File: src/rtl/fsp_pkg.sv
// Purpose: shared constants for the flash section protection block
// Assumes: word-addressed program flash, boot section at the top of flash
// Notes: lock pairs are {upper, lower}; a bit at 0 means programmed

package fsp_pkg;

  // ***************************************************************
  // flash geometry
  // ***************************************************************
  localparam int FLASH_AW = 14;
  localparam int FLASH_WORDS = 16384;
  localparam int NO_READ_WHILE_WRITE_REGION_WORDS = 2048;
  // boot section size in words per boot_size_fuses code
  localparam int BOOT_WORDS_F0 = 2048;
  localparam int BOOT_WORDS_F1 = 1024;
  localparam int BOOT_WORDS_F2 = 512;
  localparam int BOOT_WORDS_F3 = 256;

  // ***************************************************************
  // store-program operation codes on SPM_OP
  // ***************************************************************
  localparam logic [2:0] OP_BUF_LOAD = 3'h0;
  localparam logic [2:0] OP_PAGE_ERASE = 3'h1;
  localparam logic [2:0] OP_PAGE_WRITE = 3'h2;
  localparam logic [2:0] OP_LOCK_SET = 3'h3;
  localparam logic [2:0] OP_RWW_REEN = 3'h4;

  // ***************************************************************
  // lock pair fields
  // ***************************************************************
  localparam int LOCK_LOWER_BIT = 0;
  localparam int LOCK_UPPER_BIT = 1;
  localparam logic [1:0] LOCK_RESET = 2'h3;
  // positions of the two pairs inside a 4-bit lock data word
  localparam int LOCK_DATA_APP_LSB = 0;
  localparam int LOCK_DATA_BOOT_LSB = 2;

  // ***************************************************************
  // engine sequencing states
  // ***************************************************************
  typedef enum logic [0:0] {
    FSP_IDLE,
    FSP_BUSY
  } fsp_state_t;

endpackage

File: src/rtl/fsp_classify.sv
// Purpose: sort one word address into section and region
// Assumes: boot section occupies the top of flash up to the last word
// Notes: purely combinational; the caller registers what it needs

module fsp_classify #(
  parameter int AW = fsp_pkg::FLASH_AW,
  parameter int NO_READ_WHILE_WRITE_REGION_WORDS = fsp_pkg::NO_READ_WHILE_WRITE_REGION_WORDS
) (
  input wire logic [AW-1:0] addr,
  input wire logic [AW:0] boot_start,
  output logic in_boot,
  output logic in_no_read_while_write_region
);

  // ***************************************************************
  // boundaries
  // ***************************************************************
  // fixed split, one bit wider than the address to hold the full size
  localparam logic [AW:0] FLASH_TOP = (AW+1)'(2 ** AW);
  localparam logic [AW:0] NO_READ_WHILE_WRITE_REGION_START = FLASH_TOP - (AW+1)'(NO_READ_WHILE_WRITE_REGION_WORDS);

  logic [AW:0] addr_w;

  // widen once so both compares see the same width
  assign addr_w = {1'b0, addr};

  // section from fuses, region from the fixed split
  always_comb begin
    in_boot = (addr_w >= boot_start);
    in_no_read_while_write_region = (addr_w >= NO_READ_WHILE_WRITE_REGION_START);
  end

endmodule // fsp_classify

File: src/rtl/fsp_top.sv
// Operation
// - store-program fetched from the application section is ignored
// - only boot-section store-program starts programming, any target
// - programming the rww region keeps the cpu running
// - programming the no_read_while_write_region region halts the cpu until done
// - boot section of every size lies inside the no_read_while_write_region region
// - rww busy flag reads one while rww region is blocked
// - boot size fuses set the split; each section own lock pair
// - locks programmed by software or programmer, restored by erase
// - general write lock does not block store-program
// - general read/write lock does not block loads or stores
// - application pair mode 1 leaves application section open
// - application pair mode 2 blocks writes to application section
// - application mode 3 blocks writes and boot loads of application
// - application mode 4 allows writes, blocks boot loads of application
// - application modes 3, 4 mask interrupts in application code when vectors are in boot
// - boot pair mode 1 leaves boot section open
// - boot pair mode 2 blocks writes to boot section
// - boot mode 3 blocks writes and application loads of boot
// - boot mode 4 allows writes, blocks application loads of boot
// - boot modes 3, 4 mask interrupts in boot code when vectors are in application
// - re-enable with store-program after completion clears rww busy
// - page buffer load with the engine idle clears rww busy
//
// Purpose: access policy for self-programming of on-chip program flash
// Assumes: cpu strobes are single-cycle and on SYS_CLK; fuses are static
// Notes: the page engine itself sits outside and reports ENGINE_DONE

module fsp_top #(
  parameter int AW = fsp_pkg::FLASH_AW,
  parameter int FLASH_WORDS = fsp_pkg::FLASH_WORDS,
  parameter int NO_READ_WHILE_WRITE_REGION_WORDS = fsp_pkg::NO_READ_WHILE_WRITE_REGION_WORDS,
  parameter int BOOT_WORDS_F0 = fsp_pkg::BOOT_WORDS_F0,
  parameter int BOOT_WORDS_F1 = fsp_pkg::BOOT_WORDS_F1,
  parameter int BOOT_WORDS_F2 = fsp_pkg::BOOT_WORDS_F2,
  parameter int BOOT_WORDS_F3 = fsp_pkg::BOOT_WORDS_F3
) (
  input wire logic SYS_CLK,
  input wire logic RSTN,
  input wire logic [1:0] BOOT_SIZE_FUSES,
  input wire logic VECTORS_IN_BOOT,
  input wire logic [AW-1:0] FETCH_ADDR,
  input wire logic SPM_STROBE,
  input wire logic [2:0] SPM_OP,
  input wire logic [AW-1:0] SPM_ADDR,
  input wire logic [3:0] SPM_LOCK_DATA,
  input wire logic LPM_STROBE,
  input wire logic [AW-1:0] LPM_ADDR,
  input wire logic ENGINE_DONE,
  input wire logic ISP_LOCK_WR,
  input wire logic [3:0] ISP_LOCK_DATA,
  input wire logic CHIP_ERASE,
  output logic PROG_START,
  output logic PROG_ERASE,
  output logic [AW-1:0] PROG_ADDR,
  output logic BUF_LOAD,
  output logic SPM_IGNORED,
  output logic SPM_DENIED,
  output logic LPM_GRANT,
  output logic LPM_DENIED,
  output logic CPU_HALT,
  output logic ENGINE_BUSY,
  output logic RWW_BUSY_FLAG,
  output logic IRQ_DISABLE,
  output logic [1:0] APPLICATION_LOCK_PAIR,
  output logic [1:0] BOOTLOADER_LOCK_PAIR
);

  // ***************************************************************
  // elaboration checks
  // ***************************************************************
  // every boot size must fit inside the no_read_while_write_region region
  localparam bit BOOT_FITS = (BOOT_WORDS_F0 <= NO_READ_WHILE_WRITE_REGION_WORDS) &&
    (BOOT_WORDS_F1 <= NO_READ_WHILE_WRITE_REGION_WORDS) && (BOOT_WORDS_F2 <= NO_READ_WHILE_WRITE_REGION_WORDS) &&
    (BOOT_WORDS_F3 <= NO_READ_WHILE_WRITE_REGION_WORDS);
  localparam bit BOOT_NONZERO = (BOOT_WORDS_F0 > 0) &&
    (BOOT_WORDS_F1 > 0) && (BOOT_WORDS_F2 > 0) && (BOOT_WORDS_F3 > 0);

  generate
    if (FLASH_WORDS != 2 ** AW) begin : g_bad_size
      $error("flash size must equal two to the address width");
    end
    if (NO_READ_WHILE_WRITE_REGION_WORDS <= 0 || NO_READ_WHILE_WRITE_REGION_WORDS >= FLASH_WORDS) begin : g_bad_no_read_while_write_region
      $error("no_read_while_write_region region must be smaller than flash");
    end
    if (!BOOT_FITS || !BOOT_NONZERO) begin : g_bad_boot
      $error("boot section sizes must lie within the no_read_while_write_region region");
    end
  endgenerate

  // ***************************************************************
  // state
  // ***************************************************************
  typedef struct packed {
    fsp_pkg::fsp_state_t state;
    logic halt;
    logic rww_busy;
    logic [1:0] app_lock;
    logic [1:0] boot_lock;
    logic prog_start;
    logic prog_erase;
    logic [AW-1:0] prog_addr;
    logic buf_load;
    logic spm_ignored;
    logic spm_denied;
    logic lpm_grant;
    logic lpm_denied;
    logic irq_disable;
  } fsp_regs_t;

  fsp_regs_t q;
  fsp_regs_t d;

  // ***************************************************************
  // lock pair decode
  // ***************************************************************
  // lower bit programmed means modes 2 and 3: writes refused
  function automatic logic wr_blocked(input logic [1:0] pair);
    wr_blocked = ~pair[fsp_pkg::LOCK_LOWER_BIT];
  endfunction

  // upper bit programmed means modes 3 and 4: cross-section loads refused
  function automatic logic rd_blocked(input logic [1:0] pair);
    rd_blocked = ~pair[fsp_pkg::LOCK_UPPER_BIT];
  endfunction

  // boot size in words from the fuse code
  function automatic logic [AW:0] boot_words(input logic [1:0] fuses);
    case (fuses)
      2'h0: boot_words = (AW+1)'(BOOT_WORDS_F0);
      2'h1: boot_words = (AW+1)'(BOOT_WORDS_F1);
      2'h2: boot_words = (AW+1)'(BOOT_WORDS_F2);
      default: boot_words = (AW+1)'(BOOT_WORDS_F3);
    endcase
  endfunction

  // ***************************************************************
  // address classification
  // ***************************************************************
  localparam logic [AW:0] FLASH_TOP = (AW+1)'(FLASH_WORDS);

  logic [AW:0] boot_start;
  logic [AW-1:0] cls_addr [3];
  logic [2:0] cls_boot;
  logic [2:0] cls_no_read_while_write_region;

  // fuses move the section split, the region split is fixed
  assign boot_start = FLASH_TOP - boot_words(BOOT_SIZE_FUSES);
  assign cls_addr[0] = FETCH_ADDR;
  assign cls_addr[1] = SPM_ADDR;
  assign cls_addr[2] = LPM_ADDR;

  // one classifier each for fetch, store target and load target
  generate
    for (genvar i = 0; i < 3; i++) begin : g_cls
      fsp_classify #(
        .AW(AW),
        .NO_READ_WHILE_WRITE_REGION_WORDS(NO_READ_WHILE_WRITE_REGION_WORDS)
      ) u_cls (
        .addr(cls_addr[i]),
        .boot_start(boot_start),
        .in_boot(cls_boot[i]),
        .in_no_read_while_write_region(cls_no_read_while_write_region[i])
      );
    end
  endgenerate

  // ***************************************************************
  // decision terms
  // ***************************************************************
  logic fetch_boot;
  logic spm_tgt_boot;
  logic spm_tgt_no_read_while_write_region;
  logic lpm_tgt_boot;
  logic tgt_wr_blocked;
  logic lpm_cross_blocked;
  logic lpm_rww_blocked;
  logic is_page_op;
  logic engine_idle;

  // the general memory lock has no say in any of these terms
  always_comb begin
    fetch_boot = cls_boot[0];
    spm_tgt_boot = cls_boot[1];
    spm_tgt_no_read_while_write_region = cls_no_read_while_write_region[1];
    lpm_tgt_boot = cls_boot[2];
    engine_idle = (q.state == fsp_pkg::FSP_IDLE);
    is_page_op = (SPM_OP == fsp_pkg::OP_PAGE_ERASE) ||
      (SPM_OP == fsp_pkg::OP_PAGE_WRITE);
    // write permission follows the pair of the target section
    tgt_wr_blocked = spm_tgt_boot ? wr_blocked(q.boot_lock)
                                  : wr_blocked(q.app_lock);
    // loads only cross-checked: boot into application, application into boot
    lpm_cross_blocked =
      (fetch_boot && !lpm_tgt_boot && rd_blocked(q.app_lock)) ||
      (!fetch_boot && lpm_tgt_boot && rd_blocked(q.boot_lock));
    // loads into a blocked rww region are refused rather than undefined
    lpm_rww_blocked = q.rww_busy && !cls_no_read_while_write_region[2];
  end

  // ***************************************************************
  // next state
  // ***************************************************************
  always_comb begin
    d = q;
    d.prog_start = 1'b0;
    d.buf_load = 1'b0;
    d.spm_ignored = 1'b0;
    d.spm_denied = 1'b0;
    d.lpm_grant = 1'b0;
    d.lpm_denied = 1'b0;

    // engine completion ends the halt; rww busy stays until cleared
    if (q.state == fsp_pkg::FSP_BUSY && ENGINE_DONE) begin
      d.state = fsp_pkg::FSP_IDLE;
      d.halt = 1'b0;
    end

    // store-program decisions
    if (SPM_STROBE) begin
      if (!fetch_boot) begin
        d.spm_ignored = 1'b1;
      end else begin
        case (SPM_OP)
          fsp_pkg::OP_BUF_LOAD: begin
            if (engine_idle) begin
              d.buf_load = 1'b1;
              d.rww_busy = 1'b0;
            end else begin
              d.spm_ignored = 1'b1;
            end
          end
          fsp_pkg::OP_PAGE_ERASE,
          fsp_pkg::OP_PAGE_WRITE: begin
            if (!engine_idle) begin
              d.spm_ignored = 1'b1;
            end else if (is_page_op && tgt_wr_blocked) begin
              d.spm_denied = 1'b1;
            end else begin
              // modes 1 and 4 of either pair let the page op through
              d.prog_start = 1'b1;
              d.prog_erase = (SPM_OP == fsp_pkg::OP_PAGE_ERASE);
              d.prog_addr = SPM_ADDR;
              d.state = fsp_pkg::FSP_BUSY;
              d.halt = spm_tgt_no_read_while_write_region;
              // rww target: cpu runs on, rww reads blocked
              if (!spm_tgt_no_read_while_write_region) begin
                d.rww_busy = 1'b1;
              end
            end
          end
          fsp_pkg::OP_LOCK_SET: begin
            // software may only program bits, never restore them
            d.app_lock = q.app_lock &
              SPM_LOCK_DATA[fsp_pkg::LOCK_DATA_APP_LSB +: 2];
            d.boot_lock = q.boot_lock &
              SPM_LOCK_DATA[fsp_pkg::LOCK_DATA_BOOT_LSB +: 2];
          end
          fsp_pkg::OP_RWW_REEN: begin
            // refused while the engine still works on a page
            if (engine_idle) begin
              d.rww_busy = 1'b0;
            end else begin
              d.spm_ignored = 1'b1;
            end
          end
          default: begin
            d.spm_ignored = 1'b1;
          end
        endcase
      end
    end

    // chip erase overrides software lock writes; programmer writes combine with them
    if (CHIP_ERASE) begin
      d.app_lock = fsp_pkg::LOCK_RESET;
      d.boot_lock = fsp_pkg::LOCK_RESET;
    end else if (ISP_LOCK_WR) begin
      d.app_lock = d.app_lock &
        ISP_LOCK_DATA[fsp_pkg::LOCK_DATA_APP_LSB +: 2];
      d.boot_lock = d.boot_lock &
        ISP_LOCK_DATA[fsp_pkg::LOCK_DATA_BOOT_LSB +: 2];
    end

    // program loads: own-section reads pass unless they target a blocked rww region
    if (LPM_STROBE) begin
      if (lpm_cross_blocked || lpm_rww_blocked) begin
        d.lpm_denied = 1'b1;
      end else begin
        d.lpm_grant = 1'b1;
      end
    end

    // interrupt masking follows the fetch section and vector placement
    d.irq_disable =
      (!fetch_boot && VECTORS_IN_BOOT && rd_blocked(q.app_lock)) ||
      (fetch_boot && !VECTORS_IN_BOOT && rd_blocked(q.boot_lock));
  end

  // ***************************************************************
  // registers
  // ***************************************************************
  // locks come up unprogrammed; a real part would load them from storage
  always_ff @(posedge SYS_CLK or negedge RSTN) begin
    if (!RSTN) begin
      q.state <= fsp_pkg::FSP_IDLE;
      q.halt <= 1'b0;
      q.rww_busy <= 1'b0;
      q.app_lock <= fsp_pkg::LOCK_RESET;
      q.boot_lock <= fsp_pkg::LOCK_RESET;
      q.prog_start <= 1'b0;
      q.prog_erase <= 1'b0;
      q.prog_addr <= '0;
      q.buf_load <= 1'b0;
      q.spm_ignored <= 1'b0;
      q.spm_denied <= 1'b0;
      q.lpm_grant <= 1'b0;
      q.lpm_denied <= 1'b0;
      q.irq_disable <= 1'b0;
    end else begin
      q <= d;
    end
  end

  // ***************************************************************
  // outputs
  // ***************************************************************
  // all straight from the state register
  assign PROG_START = q.prog_start;
  assign PROG_ERASE = q.prog_erase;
  assign PROG_ADDR = q.prog_addr;
  assign BUF_LOAD = q.buf_load;
  assign SPM_IGNORED = q.spm_ignored;
  assign SPM_DENIED = q.spm_denied;
  assign LPM_GRANT = q.lpm_grant;
  assign LPM_DENIED = q.lpm_denied;
  assign CPU_HALT = q.halt;
  assign ENGINE_BUSY = (q.state == fsp_pkg::FSP_BUSY);
  assign RWW_BUSY_FLAG = q.rww_busy;
  assign IRQ_DISABLE = q.irq_disable;
  assign APPLICATION_LOCK_PAIR = q.app_lock;
  assign BOOTLOADER_LOCK_PAIR = q.boot_lock;

endmodule // fsp_top

File: config.mk
export PLATFORM = sky130hd
export DESIGN_NAME = fsp_top
export DESIGN_NICKNAME = d
export VERILOG_FILES = /design/src/rtl/fsp_pkg.sv /design/src/rtl/fsp_classify.sv /design/src/rtl/fsp_top.sv
export SDC_FILE = /design/constraint.sdc
export NUM_CORES = 1
export LEC_CHECK = 0
export ABC_AREA = 0
export BUFFER_PORTS_ARGS = -buffer_cell sky130_fd_sc_hd__buf_2
export CAP_MARGIN = 25
export CORE_MARGIN = 3
export CORE_UTILIZATION = 48
export CTS_CLUSTER_SIZE = 12
export DETAILED_ROUTE_END_ITERATION = 8
export GPL_TIMING_DRIVEN = 0
export PLACE_DENSITY = 0.82
export REMOVE_ABC_BUFFERS = 1
export SLEW_MARGIN = 5
export SYNTH_ARGS = -nofsm -noshare
export SYNTH_HDL_FRONTEND = slang
export SYNTH_SLANG_ARGS = --single-unit
File: constraint.sdc
create_clock -name SYS_CLK -period 4.5 [get_ports SYS_CLK]
set_input_delay 0 -clock SYS_CLK [delete_from_list [all_inputs] [get_ports SYS_CLK]]
set_output_delay 0 -clock SYS_CLK [all_outputs]
set_load 0.02 [all_outputs]
==> results of run 1 <==
-- sequential cells by signal, indices dropped and copies added, names as in the netlist --
| signal | count |
|---|---|
| RWW_BUSY_FLAG | 1 |
| ENGINE_BUSY | 1 |
| SPM_IGNORED | 1 |
| SPM_DENIED | 1 |
| BUF_LOAD | 1 |
| PROG_START | 1 |
| CPU_HALT | 1 |
| APPLICATION_LOCK_PAIR | 2 |
| PROG_ADDR | 14 |
| LPM_GRANT | 1 |
| PROG_ERASE | 1 |
| LPM_DENIED | 1 |
| IRQ_DISABLE | 1 |
| BOOTLOADER_LOCK_PAIR | 2 |
-- through the flow --
step	instances	hold WS [ns]
floorplan	149	-0.2956
global placement	284	0.04922
detailed placement	284	0.05818
CTS	322	0.04432
global route	322	0.09261
finish	322	0.05143
-- worst max path at each step --
| stage | start | end | slack (ns) | cells after the start |
|---|---|---|---|---|
| after floorplan | BOOT_SIZE_FUSES[0] | PROG_ADDR[13] | 2.07 | 8 |
| after global placement | BOOT_SIZE_FUSES[1] | PROG_ADDR[6] | 1.44 | 9 |
| after detailed placement | BOOT_SIZE_FUSES[1] | PROG_ADDR[13] | 1.42 | 9 |
| after CTS | SPM_ADDR[10] | PROG_ADDR[13] | 1.39 | 9 |
| after global routing | SPM_ADDR[10] | PROG_ADDR[7] | 1.27 | 9 |
| final | SPM_ADDR[10] | PROG_ADDR[4] | 1.39 | 9 |
-- cells in the mapped netlist (2+ instances only) --
cell / instances
ha_1: 6
mux2_4: 7
and3_1: 2
a21oi_1: 5
inv_1: 8
a211oi_1: 2
nor4b_1: 5
nor3_1: 2
nor4_1: 2
dfstp_2: 4
nand2_1: 6
mux2_2: 8
o2111ai_1: 2
a31oi_1: 3
nor2b_1: 4
nor2_1: 6
a21o_1: 2
o21ai_0: 11
nand3_1: 4
dfrtp_1: 25
nand2b_1: 6
o21bai_1: 4
mux2i_1: 3
-- logic make-up after synthesis --
group / count (synthesis) / synth area share (%)
simple gates: 47 / 18.20
other cells: 1 / 0.2245
buf+inv: 11 / 3.520
mux: 18 / 13.48
xor+xnor: 2 / 1.049
flops: 29 / 43.75
fa+ha+maj: 7 / 5.094
compound gates: 35 / 14.68
-- routing by layer --
layer,GRT usage (%),vias to the layer above
met5,0,-
met4,6.332,0
met3,4.506,7
met2,40.74,49
met1,26.84,757
li1,-,807
-- cells in the final DEF (no fill, tap or decap), types with 5 or more instances in the layout --
master / instances
inv_1: 8
a21oi_1: 5
dfrtp_1: 25
nand2_1: 6
ha_1: 6
nor4b_1: 5
mux2_4: 7
dlygate4sd3_1: 30
o21ai_0: 11
nor2_1: 6
buf_2: 91
mux2_2: 8
nand2b_1: 6
clkbuf_4: 5
-- report_power, final --
group	switching, W	internal, W	leakage [nW]
logic	0.000154	0.000139	0.845
registers	0.0000297	0.000316	0.359
clock network	0.0000831	0.0000621	0.0265
total	0.000267	0.000517	1.23
-- cell type report --
type | instances | area, sq um
clock buffers | 8 | 48.80
fillers | 225 | 669.4
inverters | 8 | 30.03
multi-input cells | 112 | 888.4
flip-flops and latches | 29 | 730.7
well taps | 44 | 55.05
repair buffers | 121 | 755.7
-- worst max-delay path, stage by stage --
cell	delay, ns
dlygate4sd3_1	0.54
buf_2	0.13
ha_1	0.29
nor4b_1	0.22
nand4b_1	0.15
o221ai_1	0.26
mux2i_1	0.42
nor3b_4	0.87
mux2_2	0.42
==> summary.txt, run 1 <==
Clock network
  • Htree depth: 2
  • Setup bufs post-CTS: 0
  • Worst-Skew Late Latency: 0.32 ns
  • Hold buffer count at cts: 30
  • Clock buffer count from CTS: 5
  • Post-CTS Resized: 0
  • CTS clk-pin slew, worst paths: ~0.09 ns
  • # clock sinks: 29
  • Clk root buf: clkbuf_4
  • CTS Buffer Depth: 2
  • CTS tree: done

Min path
  • Min-delay src: LPM_ADDR[11]
  • Worst hold stages: 4
  • End point of the worst hold path: LPM_DENIED
  • HP Class: input pin to register

Job
  • Max-Cap Viols: 0

Synthesis
  • Sequential fraction of the synthesis area: between 40% and 50%
  • Top area cells in the synthesized netlist: dfrtp_1, dfstp_2, mux2_4
  • Yosys top cell area share: 37.45%
  • Post-synthesis instance area: approximately 1700 sq um
  • Top FF cell, synth: dfrtp_1
  • Post-synth EDFFs: 0
  • #FFs+latches synth: 29
  • Syn Area/Cell: 11.14 sq um
  • Post-Syn Instances: 150
  • Asr flop ratio synth: 100.0%
  • Synth area leader: dfrtp_1
  • Yosys warns: 0
  • Synth unique cells: 46

Routing
  • Routed met1 length: 1.879 mm
  • WL final: 4.558 mm
  • Metal3 WL: 235 microns
  • Via Count: 1620
  • Vias/cell: approximately 5.0
  • Detail Route met2 WL: between 2 and 2.5 mm
  • DR top layer: met4
  • DRT Pass-1 Iters: 4
  • Per-cell routed wire length: 14.16 microns
  • Initial DRC count: 67
  • ANT nets after route: 0
  • DRC viols: 0

Timing
  • Final Cycle Share: between 60% and 70%
  • Final Worst Setup Slack: ~1.4 ns
  • Minimum clock period: between 3 and 4 ns
  • Worst-margin pin slew: 0.9648 ns
  • Setup TNS: 0 ns
  • Slew headroom: approximately 36%
  • Worst setup skew after layout: 0.005562 ns
  • Setup-failing EPs final: 0
  • Max Clock Freq: 321.9 MHz
  • RSZ-0062 raised after global routing: no
  • Fin. max-slew vios: 0
  • Fin. Hold Viols: 0

Power and ir drop
  • P_leak: between 1 and 1.5 nW
  • Power consumption: 0.0007842 W
  • Power Dens Cells: 312.6 nW/um^2
  • VDD IR max: around 0.00017 V

Setup path
  • Critical path fanouts, max: 17
  • Worst r2r path cells: 4
  • R2r endpoint: PROG_ADDR[4]
  • Crit path capture type: register
  • Reg2reg start: BOOTLOADER_LOCK_PAIR[0]
  • Crit path DAT: 3.31 ns
  • CP startpoint kind: input pin
  • Critical path class: input pin to register
  • R2R setup slack: 2.13 ns
  • CP Data Required Time: between 4 and 5 ns

Global route
  • Number of antenna violations at the first check in global routing: 0
  • Vias in the first global route: between 1.5k and 2k
  • GRT Residual Overflow: 0
  • Pin count of the biggest net entering global routing: 30
  • Global-route wire length before repair: 7.383 mm
  • Gr usage total: 22.54%

Floorplan
  • Row cnt: 20
  • Die H: 64.99 microns
  • Die ar.: 4224 sq um
  • Die width: approximately 65 microns
  • Starting density of the core: 52.56%
  • CORE AREA: 3178 sq um
  • # IOs: 92

Finish
  • Final Util: 78.94%
  • # diodes: 0
  • Nets: 346
  • Share of layout cells above drive strength 1: 43.88%
  • Area growth, synth to finish: 50.19%
  • Design Area, Final: 2509 sq um

Run status
  • Status: completed

Placement
  • Cell Area, Placed: 2160 sq um
  • GP Congestion: 0.7904
  • Dpl ws: roughly 1.4 ns
  • IO Port Bufs: 91
  • Final HPWL DP: 3.231 mm
Note: power is estimated with default switching activity, not from simulation.
==> run 2: changes to the inputs <==
Settings changed: CORE_UTILIZATION 48 to 44, PLACE_DENSITY 0.82 to 0.76.
Clock period 4.5 ns to 2.9 ns, I/O delays scaled along.
==> summary.txt, run 2 (same netlist as run 1, synthesis figures left out) <==
Run status
  • Status: completed (unchanged)

Global route
  • Number of antenna violations at the first check in global routing: 0 (unchanged)
  • GRT Residual Overflow: 0 (unchanged)
  • Gr usage total: 21.65% (was 22.54%)
  • Pin count of the biggest net entering global routing: 30 (unchanged)
  • Global-route wire length before repair: 7.245 mm (was 7.383 mm)
  • Vias in the first global route: 1597 (was 1667)

Finish
  • Final Util: 71.57% (was 78.94%)
  • Final std cells w/o fill: 316 (was 322)
  • Share of layout cells above drive strength 1: 46.47% (was 43.88%)
  • Design Area, Final: 2501 sq um (was 2509 sq um)
  • Fillers: 276 (was 225)
  • Most frequent cells in the layout: buf_2, dfrtp_1, dlygate4sd3_1, o21ai_0 (was buf_2, dlygate4sd3_1, dfrtp_1, o21ai_0)
  • Commonest non-fill, non-tap cell in the layout: buf_2 (unchanged)
  • Nets: 337 (was 346)
  • Number of flip-flops under the largest register name: 14 (unchanged)
  • Area growth, synth to finish: 49.74% (was 50.19%)

Setup path
  • R2r endpoint: PROG_ADDR[6] (was PROG_ADDR[4])
  • CP startpoint kind: input pin (unchanged)
  • CP Data Required Time: 3.06 ns (was 4.70 ns)
  • Worst r2r path cells: 5 (was 4)
  • Crit path DAT: 2.62 ns (was 3.31 ns)
  • Reg2reg start: BOOTLOADER_LOCK_PAIR[0] (unchanged)
  • Setup crit start: SPM_ADDR[4] (was SPM_ADDR[10])
  • Critical path fanouts, max: 17 (unchanged)
  • Critical path class: input pin to register (unchanged)
  • R2R setup slack: 1.02 ns (was 2.13 ns)
  • Crit path capture type: register (unchanged)

Placement
  • GP Congestion: 0.8060 (was 0.7904)
  • Placed cells: 286 (was 284)
  • IO Port Bufs: 91 (unchanged)
  • Final HPWL DP: 3.352 mm (was 3.231 mm)
  • Cell Area, Placed: 2162 sq um (was 2160 sq um)

Routing
  • Vias/cell: 5.073 (was 5.031)
  • Via Count: 1603 (was 1620)
  • Initial DRC count: 52 (was 67)
  • WL final: 4.517 mm (was 4.558 mm)
  • DRT Pass-1 Iters: 4 (unchanged)
  • ANT nets after route: 0 (unchanged)
  • DRC viols: 0 (unchanged)
  • Per-cell routed wire length: 14.29 microns (was 14.16 microns)

Floorplan
  • # IOs: 92 (unchanged)
  • Die width: 67.62 microns (was 64.99 microns)
  • Row cnt: 21 (was 20)
  • Die H: 67.62 microns (was 64.99 microns)
  • Starting density of the core: 47.80% (was 52.56%)
  • Die ar.: 4572 sq um (was 4224 sq um)
  • CORE AREA: 3495 sq um (was 3178 sq um)

Power and ir drop
  • Power Dens Cells: 565.6 nW/um^2 (was 312.6 nW/um^2)
  • P_leak: 1.234 nW (was 1.230 nW)
  • VDD IR max: 0.0003544 V (was 0.0001715 V)
  • Combinational share of power: 31.7% (was 37.4%)
  • Pint: 0.0009789 W (was 0.0005174 W)
  • Net Sw Power: 0.0004357 W (was 0.0002668 W)
  • Power consumption: 0.001415 W (was 0.0007842 W)
  • Clock share of power: 30.3% (was 18.5%)
  • Switch share: 30.80% (was 34.02%)
  • Sequential share of power: 38.0% (was 44.1%)

Clock network
  • CTS tree: done (unchanged)
  • CTS clk-pin slew, worst paths: 0.06 ns (was 0.09 ns)
  • Clk root buf: clkbuf_8 (was clkbuf_4)
  • Clock buffer count from CTS: 5 (unchanged)
  • # clock sinks: 29 (unchanged)
  • Htree depth: 2 (unchanged)
  • Post-CTS Resized: 0 (unchanged)
  • Worst-Skew Late Latency: 0.28 ns (was 0.32 ns)
  • CTS Buffer Depth: 2 (unchanged)

Timing
  • Fin. max-slew vios: 0 (unchanged)
  • Setup TNS: 0 ns (unchanged)
  • Final Cycle Share: between 80% and 90%
  • Max Clock Freq: 407.4 MHz
  • Setup-failing EPs final: 0 (unchanged)
  • Minimum clock period: 2.454 ns
  • RSZ-0062 raised after global routing: no (unchanged)
  • Fin. Hold Viols: 0 (unchanged)
  • Worst-margin pin slew: 0.6204 ns (was 0.9648 ns)
  • Slew headroom: 58.64% (was 35.61%)
  • Worst setup skew after layout: 0.005235 ns (was 0.005562 ns)

Min path
  • Min-delay src: SPM_ADDR[9] (was LPM_ADDR[11])
  • HP Class: input pin to register (unchanged)
  • End point of the worst hold path: PROG_ADDR[9] (was LPM_DENIED)
  • Worst hold stages: 2 (was 4)

Job
  • Max-Cap Viols: 0 (unchanged)
-- run 2: cell count changes in the layout (fill, tap and decap cells not counted), sizes merged --
cell	previous run	this run
dlygate4sd3	30	20
clkbuf	8	7
buf	91	92
diode	0	1
bufinv	0	1
-- run 2: worst max-delay path by stage --
stage | endpoint | cells after the start
after global routing | PROG_ADDR[13] | 9
after global placement | PROG_ADDR[6] | 9
after detailed placement | PROG_ADDR[6] | 9
after floorplan | PROG_ADDR[13] | 8
final | PROG_ADDR[6] | 9
after CTS | PROG_ADDR[6] | 8
-- run 2: area by class of cell --
class | count | area [sq um] | area share, %
Antenna cell | 1 | 2.502 | 0.1000
Clock buffer | 7 | 86.33 | 3.452
Clock inverter | 1 | 30.03 | 1.201
Inverter | 8 | 30.03 | 1.201
Multi-Input combinational cell | 112 | 888.4 | 35.52
Sequential cell | 29 | 730.7 | 29.21
Tap cell | 46 | 57.56 | 2.301
Timing Repair Buffer | 112 | 675.6 | 27.01
-- run 2: through the flow --
stage / setup slack [ns] / hold slack, ns
after detailed placement: -0.1910 / 0.05151
after floorplan: 0.4732 / -0.2956
after global routing: 0.2494 / 0.01343
after global placement: -0.1791 / 0.05681
final: 0.4455 / 0.009825
after CTS: 0.005314 / 0.008279
-- run 2: power groups by stage --
stage / clock network (W) / logic [W] / registers, W
6_report: 0.000429 / 0.000449 / 0.000537
5_1_grt: 0.000456 / 0.000482 / 0.000547
4_1_cts: 0.000433 / 0.000447 / 0.000537
3_5_place_dp: 0 / 0.000425 / 0.000542
3_3_place_gp: 0 / 0.000415 / 0.000535
2_1_floorplan: 0 / 0.000142 / 0.000645
-- run 2: worst max-delay path, cell delays in order --
cell and delay, ns:
dlygate4sd3_1 0.56, buf_2 0.13, nor4b_1 0.27, nand4b_1 0.15, o221ai_1 0.26, mux2i_1 0.41
nor3b_4 0.29, buf_12 0.19, mux2_2 0.35
-- run 2: metal layers --
layer,global-route usage [%],share of wire [%],up-vias
met5,0,0,-
met4,11.14,2.8,0
met3,5.158,5.8,13
met2,37.42,53,58
met1,24.58,38,744
li1,-,-,788
-- run 2: what timing repair did --
action	in CTS	in global routing
hold buffers	20	0
hold endpoints to repair	47	0
setup endpoints to repair	0	15
buffers inserted	0	1
